<file path="src/include/host_micro_port_regs.svh">
`ifndef HOST_MICRO_PORT_REGS_SVH
`define HOST_MICRO_PORT_REGS_SVH
// Purpose: constants of the host port mode front end
// Assumes: plain defines, included by bare name
// Notes:   style codes are the values seen on the two select inputs

// =====================================================================
// host style select codes
`define HMP_STYLE_MUX8   2'h0
`define HMP_STYLE_DIRECT 2'h1
`define HMP_STYLE_MUX16  2'h2
`define HMP_STYLE_WAIT16 2'h3

// =====================================================================
// reset values
`define HMP_RST_BYTE     8'h00
`define HMP_RST_ADDR     16'h0000
`define HMP_RST_STYLE    2'h0

// =====================================================================
// read sequencer one-hot codes
`define HMP_ST_IDLE      3'h1
`define HMP_ST_FETCH     3'h2
`define HMP_ST_DRIVE     3'h4

`endif

</file>
<file path="src/include/host_micro_port_pkg.sv">
// Purpose: types of the host port mode front end
// Assumes: host_micro_port_regs.svh supplies the codes
// Notes:   no constants of its own, only types
`include "host_micro_port_regs.svh"

package host_micro_port_pkg;

  // =====================================================================
  // bus style
  typedef enum logic [1:0] {
    STYLE_MUX8   = `HMP_STYLE_MUX8,
    STYLE_DIRECT = `HMP_STYLE_DIRECT,
    STYLE_MUX16  = `HMP_STYLE_MUX16,
    STYLE_WAIT16 = `HMP_STYLE_WAIT16
  } host_style_t;

  // =====================================================================
  // read sequencer
  typedef enum logic [2:0] {
    RD_IDLE  = `HMP_ST_IDLE,
    RD_FETCH = `HMP_ST_FETCH,
    RD_DRIVE = `HMP_ST_DRIVE
  } rd_state_t;

endpackage

</file>
<file path="src/hw/host_micro_port_mode_select.sv">
// Purpose: pin front end of the host microcontroller port
// Assumes: all pin inputs except masterRstN synchronous to clk_sys (50 MHz)
// Notes:   styles and strap are caught once after reset
//
// Summary of operation
// - select inputs 00 mux 8-bit, 01 direct, 10 mux 16-bit, 11 16-bit with wait
// - strap caught after reset release: high means legacy mode, low amended mode
// - in the direct and wait styles the strap pin becomes the wait output
// - upper address pins used in 16-bit mux and wait styles, ignored in mux 8-bit
// - data always on the 8-bit bus; low address from it when multiplexed
// - latch enable captures low address in mux and wait styles only
// - read and write strobes are separate and asserted only while low
// - interrupt pin pulled low when pending, released otherwise
// - master reset low resets everything at once, no clock needed
// - direct style stops driving data once select or read negates
// - mux styles enable data on read assert, take write data at write rise
// - direct style holds wait low during selected read until data ready
`include "host_micro_port_regs.svh"

module host_micro_port_mode_select (
  // clock, enable and resets
  input  wire logic        clk_sys,
  input  wire logic        sys_rst,
  input  wire logic        clkEn,
  input  wire logic        masterRstN,
  // straps
  input  wire logic [1:0]  hostSel,
  input  wire logic        strapIn,
  output logic             strapOut,
  output logic             strapOeN,
  // host strobes and address
  input  wire logic        csN,
  input  wire logic        rdN,
  input  wire logic        wrN,
  input  wire logic        ale,
  input  wire logic [7:0]  addrPins,
  // host data bus
  input  wire logic [7:0]  dataIn,
  output logic [7:0]       dataOut,
  output logic             dataOeN,
  // interrupt pin
  output logic             intOut,
  output logic             intOeN,
  // internal side
  input  wire logic        irqPending,
  input  wire logic [7:0]  rdData,
  input  wire logic        rdDataValid,
  output logic             accRead,
  output logic             accWrite,
  output logic [15:0]      accAddr,
  output logic [7:0]       accWrData,
  output logic             legacyMode,
  output logic [1:0]       hostStyle
);

  // =====================================================================
  // captured straps
  logic                             captured_reg;
  host_micro_port_pkg::host_style_t style_reg;
  logic                             legacy_reg;

  // strap is caught by the clock after release, never inside the reset
  always_ff @(posedge clk_sys or negedge masterRstN) begin
    if (!masterRstN) begin
      captured_reg <= 1'b0;
      style_reg    <= host_micro_port_pkg::STYLE_MUX8;
      legacy_reg   <= 1'b0;
    end else if (sys_rst) begin
      captured_reg <= 1'b0;
      style_reg    <= host_micro_port_pkg::STYLE_MUX8;
      legacy_reg   <= 1'b0;
    end else if (clkEn && !captured_reg) begin
      captured_reg <= 1'b1;
      style_reg    <= host_micro_port_pkg::host_style_t'(hostSel);
      legacy_reg   <= strapIn;
    end
  end

  assign legacyMode = legacy_reg;
  assign hostStyle  = style_reg;

  // =====================================================================
  // style decode
  logic isDirect;
  logic useLatch;
  logic useUpper;
  logic hasWait;

  // later changes of the selects are not seen, by design
  always_comb begin
    isDirect = (style_reg == host_micro_port_pkg::STYLE_DIRECT);
    useLatch = !isDirect;
    useUpper = (style_reg == host_micro_port_pkg::STYLE_MUX16) ||
               (style_reg == host_micro_port_pkg::STYLE_WAIT16);
    hasWait  = isDirect || (style_reg == host_micro_port_pkg::STYLE_WAIT16);
  end

  // =====================================================================
  // strobes
  logic rdAct;
  logic wrAct;
  logic rdActQ;
  logic rdFall;
  logic wrRise;

  always_comb begin
    rdAct = ~csN & ~rdN;
    wrAct = ~csN & ~wrN;
  end

  strobe_edge u_rdEdge (
    .clk_sys    (clk_sys),
    .masterRstN (masterRstN),
    .sys_rst    (sys_rst),
    .clkEn      (clkEn),
    .level      (rdAct),
    .levelQ     (rdActQ),
    .rise       (),
    .fall       ()
  );

  strobe_edge u_wrEdge (
    .clk_sys    (clk_sys),
    .masterRstN (masterRstN),
    .sys_rst    (sys_rst),
    .clkEn      (clkEn),
    .level      (wrAct),
    .levelQ     (),
    .rise       (),
    .fall       (wrRise)
  );

  // read start seen one cycle earlier than a registered edge
  always_comb begin
    rdFall = rdAct & ~rdActQ;
  end

  // =====================================================================
  // address capture
  logic [7:0] addrLo_reg;

  always_ff @(posedge clk_sys or negedge masterRstN) begin
    if (!masterRstN) begin
      addrLo_reg <= `HMP_RST_BYTE;
    end else if (sys_rst) begin
      addrLo_reg <= `HMP_RST_BYTE;
    end else if (clkEn && useLatch && ale) begin
      addrLo_reg <= dataIn;
    end
  end

  logic [15:0] addrNow;

  always_comb begin
    if (isDirect) begin
      addrNow = {8'h00, addrPins};
    end else if (useUpper) begin
      addrNow = {addrPins, addrLo_reg};
    end else begin
      addrNow = {8'h00, addrLo_reg};
    end
  end

  // =====================================================================
  // write path
  logic [7:0] wrHold_reg;

  // the last sample while low is the value present at the rising edge
  always_ff @(posedge clk_sys or negedge masterRstN) begin
    if (!masterRstN) begin
      wrHold_reg <= `HMP_RST_BYTE;
      accWrite   <= 1'b0;
      accWrData  <= `HMP_RST_BYTE;
    end else if (sys_rst) begin
      wrHold_reg <= `HMP_RST_BYTE;
      accWrite   <= 1'b0;
      accWrData  <= `HMP_RST_BYTE;
    end else if (clkEn) begin
      if (wrAct) begin
        wrHold_reg <= dataIn;
      end
      accWrite <= wrRise & captured_reg;
      if (wrRise) begin
        accWrData <= wrHold_reg;
      end
    end
  end

  // =====================================================================
  // read sequencer
  host_micro_port_pkg::rd_state_t rdState_reg;
  host_micro_port_pkg::rd_state_t rdState_next;

  always_comb begin
    rdState_next = rdState_reg;
    case (rdState_reg)
      host_micro_port_pkg::RD_IDLE: begin
        if (rdFall && captured_reg) begin
          rdState_next = host_micro_port_pkg::RD_FETCH;
        end
      end
      host_micro_port_pkg::RD_FETCH: begin
        if (!rdAct) begin
          rdState_next = host_micro_port_pkg::RD_IDLE;
        end else if (rdDataValid) begin
          rdState_next = host_micro_port_pkg::RD_DRIVE;
        end
      end
      host_micro_port_pkg::RD_DRIVE: begin
        if (!rdAct) begin
          rdState_next = host_micro_port_pkg::RD_IDLE;
        end
      end
      default: begin
        rdState_next = host_micro_port_pkg::RD_IDLE;
      end
    endcase
  end

  always_ff @(posedge clk_sys or negedge masterRstN) begin
    if (!masterRstN) begin
      rdState_reg <= host_micro_port_pkg::RD_IDLE;
      accRead     <= 1'b0;
      accAddr     <= `HMP_RST_ADDR;
    end else if (sys_rst) begin
      rdState_reg <= host_micro_port_pkg::RD_IDLE;
      accRead     <= 1'b0;
      accAddr     <= `HMP_RST_ADDR;
    end else if (clkEn) begin
      rdState_reg <= rdState_next;
      accRead     <= rdFall & captured_reg & (rdState_reg == host_micro_port_pkg::RD_IDLE);
      if (rdFall || wrAct) begin
        accAddr <= addrNow;
      end
    end
  end

  // =====================================================================
  // data bus drive
  always_ff @(posedge clk_sys or negedge masterRstN) begin
    if (!masterRstN) begin
      dataOut <= `HMP_RST_BYTE;
      dataOeN <= 1'b1;
    end else if (sys_rst) begin
      dataOut <= `HMP_RST_BYTE;
      dataOeN <= 1'b1;
    end else if (clkEn) begin
      if (rdDataValid && rdState_reg == host_micro_port_pkg::RD_FETCH) begin
        dataOut <= rdData;
      end
      // enabled on assert in every style; shows the old byte until fetched
      dataOeN <= ~(rdAct & captured_reg);
    end
  end

  // =====================================================================
  // wait output on the strap pin
  logic readPending;

  always_comb begin
    readPending = rdAct && (rdState_next != host_micro_port_pkg::RD_DRIVE);
  end

  // the pin only turns into an output once the strap has been caught
  always_ff @(posedge clk_sys or negedge masterRstN) begin
    if (!masterRstN) begin
      strapOut <= 1'b1;
      strapOeN <= 1'b1;
    end else if (sys_rst) begin
      strapOut <= 1'b1;
      strapOeN <= 1'b1;
    end else if (clkEn) begin
      strapOeN <= ~(captured_reg & hasWait);
      strapOut <= ~(hasWait & readPending);
    end
  end

  // =====================================================================
  // interrupt pin
  always_ff @(posedge clk_sys or negedge masterRstN) begin
    if (!masterRstN) begin
      intOut <= 1'b0;
      intOeN <= 1'b1;
    end else if (sys_rst) begin
      intOut <= 1'b0;
      intOeN <= 1'b1;
    end else if (clkEn) begin
      intOut <= 1'b0;
      intOeN <= ~irqPending;
    end
  end

endmodule

</file>
<file path="src/hw/strobe_edge.sv">
// Purpose: registered level and edge pulses of one strobe
// Assumes: input is synchronous to clk_sys
// Notes:   async master reset forces constants only

module strobe_edge (
  // clock and resets
  input  wire logic clk_sys,
  input  wire logic masterRstN,
  input  wire logic sys_rst,
  input  wire logic clkEn,
  // strobe
  input  wire logic level,
  output logic      levelQ,
  output logic      rise,
  output logic      fall
);

  // =====================================================================
  // edge detection
  always_ff @(posedge clk_sys or negedge masterRstN) begin
    if (!masterRstN) begin
      levelQ <= 1'b0;
      rise   <= 1'b0;
      fall   <= 1'b0;
    end else if (sys_rst) begin
      levelQ <= 1'b0;
      rise   <= 1'b0;
      fall   <= 1'b0;
    end else if (clkEn) begin
      levelQ <= level;
      rise   <= level & ~levelQ;
      fall   <= ~level & levelQ;
    end
  end

endmodule

</file>
<file path="config.mk">
export PLATFORM = sky130hd
export DESIGN_NAME = host_micro_port_mode_select
export DESIGN_NICKNAME = d
export VERILOG_FILES = /design/src/include/host_micro_port_pkg.sv /design/src/hw/host_micro_port_mode_select.sv /design/src/hw/strobe_edge.sv
export VERILOG_INCLUDE_DIRS = /design/src /design/src/include
export SDC_FILE = /design/constraint.sdc
export NUM_CORES = 1
export LEC_CHECK = 0
export ABC_AREA = 1
export BUFFER_PORTS_ARGS = -buffer_cell sky130_fd_sc_hd__buf_2
export CAP_MARGIN = 0
export CORE_AREA = 3 3 95 97
export DETAILED_ROUTE_END_ITERATION = 7
export DIE_AREA = 0 0 98 100
export PLACE_DENSITY = 0.63
export SYNTH_ARGS = -nofsm -noshare
export SYNTH_HDL_FRONTEND = slang
export SYNTH_SLANG_ARGS = --single-unit
</file>
<file path="constraint.sdc">
create_clock -name clk_sys -period 1.7 [get_ports clk_sys]
set_input_delay 0.085 -clock clk_sys [delete_from_list [all_inputs] [get_ports clk_sys]]
set_output_delay 0.085 -clock clk_sys [all_outputs]
set_load 0.05 [all_outputs]
</file>
Yosys cells after proc, flatten, opt, wreduce, memory -nomap -nowiden:

Cells that the tools add are included.

* add/sub/neg operators: 0
* $mul: 0
* divide/modulo/power cells: 0
* $lt $le $gt $ge: 0
* equal/unequal tests: 7
* shifts and indexed selects: 0
* mux-type cells: 49
* bitwise operators: 19
* reduce and logical (&&, ||, !) cells: 22

Operator list (number)
* two-way mux 8 bit: 11
* two-way mux 16 bit: 5
* two-way mux 1 bit: 24
* two-way mux 3 bit: 6
* nonzero test 2 bit: 7
* AND 1 bit: 10
* NOT 1 bit: 9
* one-hot mux 3 bit (3 select lines): 1
* AND reduction 2 bit: 4
* logical AND 1 bit: 6
* == test 2 bit, second input constant: 2
* two-way mux 2 bit: 2
* == test 3 x 1 -> 1 bit, second input constant: 1
* == test 3 x 2 -> 1 bit, second input constant: 1
* == test 3 bit, second input constant: 1
* logical OR 1 bit: 3
* != test 3 bit, second input constant: 1
* == test 2 x 1 -> 1 bit, second input constant: 1
* zero test 1 bit: 2

* register bits: 65
* bits in latches: 0
* bits in writable memories: 0
* ROM bits: 0
* input port bits: 37
* output and inout port bits: 42
* memories: 0

Longest topological paths before layout:

Gate-level depths: netlist (run 1).

* depth after elaboration: 12
* depth in mapped cells: 7
* gate-level depth less buffers: 7

Cells and area by module:

From an unflattened synthesis (run 1), not the netlist that was laid out.

* cell total of the unflattened synthesis: 349
* area total of the unflattened synthesis: 2991.6 um2

Modules (own cells, without submodules)
* host_micro_port_mode_select: instances 1, cells each 317, area an instance 2726.4 um2, sequential area each 1532.7 um2
* strobe_edge: instances 2, cells each 16, area an instance 132.6 um2, sequential area each 75.1 um2

Worst setup path after synthesis (run 1):

No wires, ideal clock.

* path type: reg2reg
* start: register style_reg[1], in the netlist hostStyle[1]
* end: register accAddr[6]
* setup time: 0.120 ns
* arrival: 1.440 ns
* setup slack: 0.140 ns
* cell stages (with the launch flop): 7
* buffers on the path: 1
* clock period less this slack: 1.560 ns
* path through: dfrtp_1 -> inv_1 -> nand2_1 -> clkbuf_1 -> nand2_1 -> o211ai_1 -> o21ai_2

* word-level cells in the longest chain between the ends: 5

RTL lines
* start: declaration: line host_micro_port_mode_select.sv:59 `host_micro_port_pkg::host_style_t style_reg;`
* start signal: assignment: line host_micro_port_mode_select.sv:66 `style_reg <= host_micro_port_pkg::STYLE_MUX8;`
* start signal: assignment: line host_micro_port_mode_select.sv:70 `style_reg <= host_micro_port_pkg::STYLE_MUX8;`
* start signal: assignment: line host_micro_port_mode_select.sv:74 `style_reg <= host_micro_port_pkg::host_style_t'(hostSel);`
* == test 2 x 1 -> 1 bit: line host_micro_port_mode_select.sv:91 `isDirect = (style_reg == host_micro_port_pkg::STYLE_DIRECT);`
* two-way mux 16 bit: line host_micro_port_mode_select.sv:155 `if (isDirect) begin`
* two-way mux 16 bit: line host_micro_port_mode_select.sv:232 `if (rdFall || wrAct) begin`
* two-way mux 16 bit: line host_micro_port_mode_select.sv:229 `end else if (clkEn) begin`
* two-way mux 16 bit: line host_micro_port_mode_select.sv:225 `end else if (sys_rst) begin`
* end signal: assignment: line host_micro_port_mode_select.sv:224 `` accAddr <= `HMP_RST_ADDR; ``
* end signal: assignment: line host_micro_port_mode_select.sv:228 `` accAddr <= `HMP_RST_ADDR; ``
* end signal: assignment: line host_micro_port_mode_select.sv:233 `accAddr <= addrNow;`
* end: declaration: line host_micro_port_mode_select.sv:50 `output logic [15:0] accAddr,`

No other way between the ends. The select of a mux whose other input is x is not followed.
A chain may end at the register's enable or synchronous reset.

Final worst setup path (run 1):

* start: register u_rdEdge.levelQ
* end: register accAddr[3]

* word-level cells in the longest chain between the ends: 5

RTL lines
* start: declaration: line strobe_edge.sv:13 `output logic levelQ,`
* start signal: assignment: line strobe_edge.sv:30 `levelQ <= level;`
* NOT 1 bit
* AND 1 bit
* logical OR 1 bit: line host_micro_port_mode_select.sv:232
* nonzero test 2 bit (no source line)
* AND reduction 2 bit (no source line)

No other way between the ends.

==> results.toml, run 1 <==
[yosys]
yosysTopAreaCell = "dfrtp_1"
ys_seq_area_share_pct = 56.7
synth-simple-area-share_pct = 18.6
ys_seq_elements = 64
synth_top_family_by_area = "simple AND/OR/NAND/NOR gates"
synthAdderAreaFrac_pct = 0
synth_xor_area_share_pct = 0
yosysWarnings = 0
avgSynthCellArea_sq_um = 9.27
synthCells = 306
syn_nets = 343
muxShareOfSynthArea_pct = 0
synth_compound_area_share_pct = 16.0
synth_area_sq_um = 2840
synth_top_area_share_pct = 52.0
synth_cell_type_count = 26
synthTopCellsByArea = "dfrtp_1, nand2_1, inv_1, dfstp_2, o21ai_2"

[floorplanning]
die_w_microns = 98
ios = 79
die_area_sq_um = 9800
core_area_sq_um = 8220
rows = 33
die_y_microns = 100
start_util_pct = 34.5

[global_route]
grt_pass1_vias = 2343
antenna_found_initial = 0
grt_first_pass_wirelength_microns = 11300
grt_start_max_net_pins = 65
grt_use_total_pct = 14.4
overflow = 0

[timing]
slew_viol_final = 0
slew_headroom_pct = 44.0
whs_ns = 0.0189
hold_viol = 0
fin_crit_sh_pct = 86.2
worstMarginPinSlew_ns = 0.837
fmax_mhz = 683
grt_setup_unrepaired = "false"
period_minus_slack_ns = 1.46
finClkSkew_ns = 0.00598
setup_viol = 0
final.setup.tns_ns = 0

[finish]
nets = 438
fin_util_pct = 44.6
largest_reg_flops = 16
drive_above_1_share_pct = 32.0
largest_register = "accAddr"
area_delta_synth_final_pct = 29.2
diodes = 0

[clock_network]
cts_sinks = 64
root_buffer = "clkbuf_8"
postCtsResizedCells = 0
cts_setup_buffers = 0
cts.path.max_buffers = 2
cts_tree = "done"
clk_pin_slew_ns = 0.07
ctsHoldBuffers = 12
clkLatencyLatePin_ns = 0.33
htreeDepth = 3
cts-buffers-inserted = 9

[critical_path]
required_ns = 1.96
crit_fanout = 32
critPathKind = "reg2reg"
cp.arrival_ns = 1.73
critPathCaptureType = "register"
cp-start-kind = "register"

[route]
vias = 2367
final_antenna_net_count = 0
drc = 0
drt-total-wl_microns = 6690
wl_per_cell_microns = 13.1
via_per_inst = 4.63
dr.pass1.iters = 4
first_iter_violations = 110

[placed_design]
dp_hpwl_microns = 4800
port_buffers = 77
gp_congestion = 0.918

[worst_hold_path]
min_path_type = "in2reg"

[flow_run]
timing.max_cap.violations = 0

[outcome]
status = "complete, no violations"

[power_and_ir_drop]
vdd_drop_max_mv = 0.351
leakage_uw = 0.00194
p_per_area_nw_per_um2 = 965
==> logic make-up (layout without fill, tap and decap cells) <==
logic type	count (synthesis)	count (layout)
buffers and inverters	54	154
other	1	1
DFF	64	64
AOI/OAI and AO/OA	71	71
and+or+nand+nor	116	116
==> layout by cell type, fill, tap and decap left out, types with 9 or more instances in the layout <==
cell,n
clkbuf_8,10
o21ai_2,15
nor2_1,10
dlygate4sd3_1,12
o21ai_0,17
o22ai_1,16
nand2_1,76
o211ai_1,9
nand3_1,10
buf_2,77
a21oi_1,10
dfrtp_1,59
inv_1,42
nand4_1,10
==> critical path, stage by stage, from the launching register on <==
cell and delay [ns]:
dfrtp_1 0.33, inv_1 0.05, nand2_1 0.08, nor2_2 0.05, nor2_4 0.64, nand2_1 0.15
o21ai_2 0.09
==> area by class of cell <==
cell class / count / area, sq um
inverters: 44 / 166
well taps: 105 / 131
clock inverters: 6 / 82.6
multi-input cells: 188 / 986
repair buffers: 94 / 556
fillers: 801 / 4550
clock buffers: 10 / 138
flip-flops and latches: 64 / 1610
==> cells in the mapped netlist (all sizes together) <==
cell type  count
conb           1
a21oi         10
nand2         80
o22ai         16
nand3         10
o211ai         9
buf            8
clkinv         1
nor2          16
dfrtp         59
clkbuf         2
nand4         10
o21ai         35
dfstp          5
a31oi          1
inv           43
==> stage by stage <==
| step | std cells | setup WS [ns] | instance area [sq um] | total power [uW] |
|---|---|---|---|---|
| finish | 511 | 0.235 | 3670 | 3540 |
| global route | 511 | 0.0744 | 3670 | 3700 |
| CTS | 511 | 0.210 | 3670 | 3580 |
| detailed placement | 483 | 0.184 | 3330 | 2100 |
| global placement | 483 | 0.231 | 3330 | 2100 |
| floorplan | 306 | 0.140 | 2840 | 1940 |
==> final timing paths <==
path	slack [ns]	cells past startpoint	from	to
worst max-delay path	0.24	6	u_rdEdge.levelQ	accAddr[3]
worst min-delay path	0.02	3	addrPins[7]	accAddr[15]
worst max register to register	0.24	6	u_rdEdge.levelQ	accAddr[3]
worst min register to register	0.46	1	captured_reg	dataOeN
max in group asynchronous	1.09	3	masterRstN	rdState_reg[0]
min in group asynchronous	0.29	3	masterRstN	accWrData[2]
==> power breakdown <==
part	internal [uW]	switching (uW)	total, uW
logic	142	339	482
registers	1580	27.9	1610
clock network	858	591	1450
total	2580	958	3540
==> metal layers <==
| metal | up-vias | wire length (microns) | GRT usage (%) |
|---|---|---|---|
| met5 | - | 0 | 0 |
| met4 | 0 | 141 | 5.86 |
| met3 | 11 | 367 | 4.38 |
| met2 | 73 | 2970 | 22.3 |
| met1 | 1084 | 3220 | 19.0 |
| li1 | 1199 | - | - |
Power figures use the tool's default switching activity.
==> inputs of run 2 (changes only) <==
--- a/config.mk
+++ b/config.mk
@@ -9,9 +9,10 @@
 export ABC_AREA = 1
 export BUFFER_PORTS_ARGS = -buffer_cell sky130_fd_sc_hd__buf_2
 export CAP_MARGIN = 0
-export CORE_AREA = 3 3 95 97
+export CORE_AREA = 2 2 94 96
 export DETAILED_ROUTE_END_ITERATION = 7
-export DIE_AREA = 0 0 98 100
+export DIE_AREA = 0 0 96 98
+export HOLD_SLACK_MARGIN = 0.06
 export PLACE_DENSITY = 0.63
 export SYNTH_ARGS = -nofsm -noshare
 export SYNTH_HDL_FRONTEND = slang
==> run 2 against run 1 <==
Design area rose by 3.7%; clock skew rose by 0.00080 ns; via count rose by 4.4%; worst hold slack improved by 0.049 ns; combinational power rose by 7.3%; count of clock-buffer cells in the layout did not move.
==> results.toml, run 2 (synthesized netlist as in run 1, its figures left out) <==
[finish]
diodes = 0
final_common_cell = "buf_2"
stdcell_count = 530
final_area_sq_um = 3800
largest_register = "accAddr"
area_delta_synth_final_pct = 34.0
nets = 454
drive_above_1_share_pct = 30.6
final_cell_mix = "buf_2, nand2_1, dfrtp_1"
nFillCells = 842
largest_reg_flops = 16

[floorplanning]
die_y_microns = 98
rows = 34
start_util_pct = 33.5
die_w_microns = 96
die_area_sq_um = 9410
core_area_sq_um = 8470
ios = 79

[timing]
finClkSkew_ns = 0.00678
slew_viol_final = 0
fmax_mhz = 688
whs_ns = 0.0676
slew_headroom_pct = 60.2
period_minus_slack_ns = 1.45
grt_setup_unrepaired = "false"
hold_viol = 0
fin_crit_sh_pct = 85.5
setup_viol = 0
worstMarginPinSlew_ns = 0.596
final.setup.tns_ns = 0

[worst_hold_path]
whs_path_depth = 3
min_path_type = "in2reg"

[placed_design]
gp_congestion = 0.809
dp.cells = 485
placed_cell_area_sq_um = 3320
port_buffers = 77
dp_hpwl_microns = 4810

[route]
via_per_inst = 4.66
drc = 0
final_antenna_net_count = 0
wl_per_cell_microns = 13.4
first_iter_violations = 72
vias = 2471
dr.pass1.iters = 4
drt-total-wl_microns = 7090

[critical_path]
worstPathCellList = "inv_1 > nand3_1 > nor2_2 > o21ai_2 > nand2_1 > nand2_1"
critPathCaptureType = "register"
crit_family = "simple AND/OR/NAND/NOR gates"
cp-start-kind = "register"
cp_common_cell = "nand2_1"
cp_slowest_cell = "dfrtp_1"
critPathBufInv = 1
cp.arrival_ns = 1.68
r2r.worst_path.cells = 6
required_ns = 1.93
crit_path_max_incr_delay_ns = 0.41
crit_fanout = 9
cp.depth = 6
critPathKind = "reg2reg"

[power_and_ir_drop]
p_per_area_nw_per_um2 = 890
leakage_uw = 0.00199
vdd_drop_max_mv = 0.399
total_power_uw = 3380

[global_route]
grt_first_pass_wirelength_microns = 11200
grt_pass1_vias = 2408
antenna_found_initial = 0
overflow = 0
grt_use_total_pct = 15.4
grt_start_max_net_pins = 65

[clock_network]
root_buffer = "clkbuf_8"
clkLatencyLatePin_ns = 0.34
cts_sinks = 64
cts_tree = "done"
htreeDepth = 3
cts.path.max_buffers = 2
cts-buffers-inserted = 9
cts_setup_buffers = 0
clk_pin_slew_ns = 0.07

[flow_run]
timing.max_cap.violations = 0

[outcome]
status = "complete, no violations"
-- run 2: final cells by class --
| cell class | instances | area, sq um | share of cell area, % |
|---|---|---|---|
| Clock inverter | 6 | 60.1 | 1.58 |
| Tap cell | 108 | 135 | 3.55 |
| Inverter | 44 | 166 | 4.38 |
| Clock buffer | 10 | 128 | 3.36 |
| Timing Repair Buffer | 109 | 708 | 18.6 |
| Multi-Input combinational cell | 189 | 997 | 26.2 |
| Sequential cell | 64 | 1610 | 42.3 |
-- run 2: layer usage --
metal  wire, microns  GRT usage [%]  vias up  share of wire, %
met2            3250           23.8       61                46
met3             396           3.94        9               5.6
met5               0              0        -                 0
met4             139           7.80        0               2.0
met1            3300           19.8     1172                47
li1                -              -     1229                 -
-- run 2: repair_timing --
item / in CTS / in global routing
endpoints found under the setup margin: 0 / 2
hold endpoints to repair: 98 / 0
resized for setup: 0 / 1
hold buffers: 28 / 0
-- run 2: path summary, 6_finish.rpt --
kind                                start       endpoint  slack, ns
max in group asynchronous      masterRstN       strapOeN       1.09
max                        rdState_reg[2]     dataOut[6]       0.25
min reg2reg                    dataOut[0]     dataOut[0]       0.48
min in group asynchronous      masterRstN   accWrData[4]       0.28
max reg2reg                rdState_reg[2]     dataOut[6]       0.25
min                             dataIn[5]  addrLo_reg[5]       0.07
-- run 2: per-stage QoR --
stage	worst slack, ns	util [%]
after CTS	0.158	44.8
after global routing	0.0915	44.9
after detailed placement	0.115	39.3
after floorplan	0.140	-
final	0.247	44.9
after global placement	0.163	39.3
-- run 2: power by group --
group	switching (uW)	leakage [uW]	internal (uW)
sequential	28.7	0.000864	1580
combinational	351	0.00103	166
clock	588	0.0000920	669
total	967	0.00199	2420
-- run 2: worst register-to-register path, delay by kind of cell (launching register included) --
family                 cells  cell delay [ns]
flip-flops                 1             0.41
AO/OA/AOI/OAI              1             0.20
AND/OR/NAND/NOR            4             0.64
buffers and inverters      1             0.10
==> inputs of run 3 (changes only) <==
--- a/config.mk
+++ b/config.mk
@@ -10,6 +10,7 @@
 export BUFFER_PORTS_ARGS = -buffer_cell sky130_fd_sc_hd__buf_2
 export CAP_MARGIN = 0
 export CORE_AREA = 2 2 94 96
+export CTS_BUF_LIST = sky130_fd_sc_hd__clkbuf_4 sky130_fd_sc_hd__clkbuf_8
 export DETAILED_ROUTE_END_ITERATION = 7
 export DIE_AREA = 0 0 96 98
 export HOLD_SLACK_MARGIN = 0.06
==> constraint.sdc (replaced) <==
create_clock -name clk_sys -period 1.7 [get_ports clk_sys]
set_input_delay 0 -clock clk_sys [delete_from_list [all_inputs] [get_ports clk_sys]]
set_output_delay 0 -clock clk_sys [all_outputs]
set_load 0.05 [all_outputs]
==> run 3 against run 2 <==
Combinational power increased by 2%; design area increased by 2.2%; sequential share of layout area decreased by 0.91 points; via count decreased by 0.85%; sequential power about the same.
==> results.toml, run 3 (synthesized netlist as in run 1, its figures left out) <==
[outcome]
status = "complete, no violations"

[critical_path]
critPathKind = "reg2reg"
crit_path_max_incr_delay_ns = 0.42
cp-start-kind = "register"
cp_slowest_cell = "dfrtp_1"
worstPathCellList = "inv_1 > nand3_1 > nor2_2 > o21ai_2 > nand2_1 > nand2_1"
cp.arrival_ns = 1.71
critPathCaptureType = "register"
required_ns = 1.92
crit_fanout = 9
cp_common_cell = "nand2_1"

[floorplanning]
die_area_sq_um = 9410
start_util_pct = 33.5
core_area_sq_um = 8470
die_w_microns = 96
die_y_microns = 98
rows = 34
ios = 79

[worst_hold_path]
min_path_type = "in2reg"

[timing]
fmax_mhz = 674
finClkSkew_ns = 0.00767
worstMarginPinSlew_ns = 0.562
setup_viol = 0
fin_crit_sh_pct = 87.3
period_minus_slack_ns = 1.48
slew_headroom_pct = 62.5
final.setup.tns_ns = 0
slew_viol_final = 0
grt_setup_unrepaired = "false"
hold_viol = 0

[finish]
nets = 459
largest_register = "accAddr"
largest_reg_flops = 16
final_area_sq_um = 3890
area_delta_synth_final_pct = 36.9
diodes = 0
nFillCells = 852
final_common_cell = "buf_2"
drive_above_1_share_pct = 30.4
fin_util_pct = 45.9
final_cell_mix = "buf_2, nand2_1, dfrtp_1"

[route]
wl_per_cell_microns = 13.3
first_iter_violations = 100
dr.pass1.iters = 4
drt-total-wl_microns = 7100
via_per_inst = 4.58
vias = 2450
final_antenna_net_count = 0
drc = 0

[placed_design]
placed_cell_area_sq_um = 3320
gp_congestion = 0.839
dp_hpwl_microns = 4780
port_buffers = 77

[global_route]
grt_pass1_vias = 2463
grtUsageMet1_pct = 21.6
grt_start_max_net_pins = 65
grt_use_total_pct = 15.8
grt_first_pass_wirelength_microns = 11600
met2_usage_pct = 24.0
gr-max-usage-layer = "met2"
grtUsageMet3_pct = 4.01
overflow = 0
antenna_found_initial = 0

[power_and_ir_drop]
p_clk_share_pct = 39.8
pwr-share-seq_pct = 45.4
pwr-share-comb_pct = 14.8
swShare_pct = 26.5
vdd_drop_max_mv = 0.380
leakage_uw = 0.00203
p_per_area_nw_per_um2 = 913
p_int_uw = 2610
net-switching-power_uw = 940

[clock_network]
htreeDepth = 3
clkLatencyLatePin_ns = 0.34
root_buffer = "clkbuf_8"
cts_sinks = 64
clk_pin_slew_ns = 0.07
cts-buffers-inserted = 9
cts.path.max_buffers = 2
cts_tree = "done"

[flow_run]
timing.max_cap.violations = 0
==> run 3: area by class of cell <==
class | instances | area, sq um | share of cell area [%]
Tap cell | 108 | 135 | 3.48
Multi-Input combinational cell | 189 | 997 | 25.7
Clock buffer | 14 | 186 | 4.80
Timing Repair Buffer | 114 | 758 | 19.5
Clock inverter | 2 | 35.0 | 0.901
Sequential cell | 64 | 1610 | 41.4
Inverter | 44 | 166 | 4.28
==> run 3: path summary, 6_finish.rpt <==
check / slack [ns] / endpoint / depth (start not counted) / start
max: 0.22 / dataOut[7] / 6 / rdState_reg[2]
min: 0.08 / dataOeN / 3 / csN
max reg2reg: 0.22 / dataOut[7] / 6 / rdState_reg[2]
min reg2reg: 0.47 / dataOut[3] / 2 / dataOut[3]
max in group asynchronous: 1.16 / strapOeN / 3 / masterRstN
min in group asynchronous: 0.19 / accWrData[4] / 3 / masterRstN
==> run 3: stage by stage <==
step	power [uW]	std cells	worst slack (ns)	hold WS [ns]
after floorplan	1940	306	0.140	-0.296
after global placement	2100	485	0.254	0.0395
after detailed placement	2100	485	0.202	0.0448
after CTS	3590	534	0.0164	0.0627
after global routing	3700	535	0.0828	0.0878
final	3550	535	0.215	0.0838
==> run 3: power by group through the flow <==
| stage | registers, uW | clock network, uW | logic [uW] |
|---|---|---|---|
| 6_report | 1610 | 1410 | 526 |
| 3_5_place_dp | 1640 | 0 | 467 |
| 2_1_floorplan | 1750 | 0 | 196 |
| 4_1_cts | 1610 | 1460 | 527 |
| 3_3_place_gp | 1640 | 0 | 460 |
| 5_1_grt | 1610 | 1510 | 575 |
==> run 3: per-layer routing <==
metal	up-vias	share of wire, %	wire, microns
met1	1135	48	3400
met4	0	1.5	104
met3	8	5.5	392
li1	1237	-	-
met5	-	0	0
met2	70	45	3200
==> run 3: timing repair <==
| item | in CTS | in global routing |
|---|---|---|
| hold buffers | 33 | 0 |
| setup endpoints to repair | 0 | 16 |
| gates resized for setup | 0 | 1 |
| hold endpoints to repair | 114 | 0 |
| setup buffers | 0 | 0 |
==> run 3: critical path: cells and delay by family, from the launching register on <==
family	cells	cell delay, ns
flops	1	0.42
buf+inv	1	0.11
compound gates	1	0.19
simple gates	4	0.66
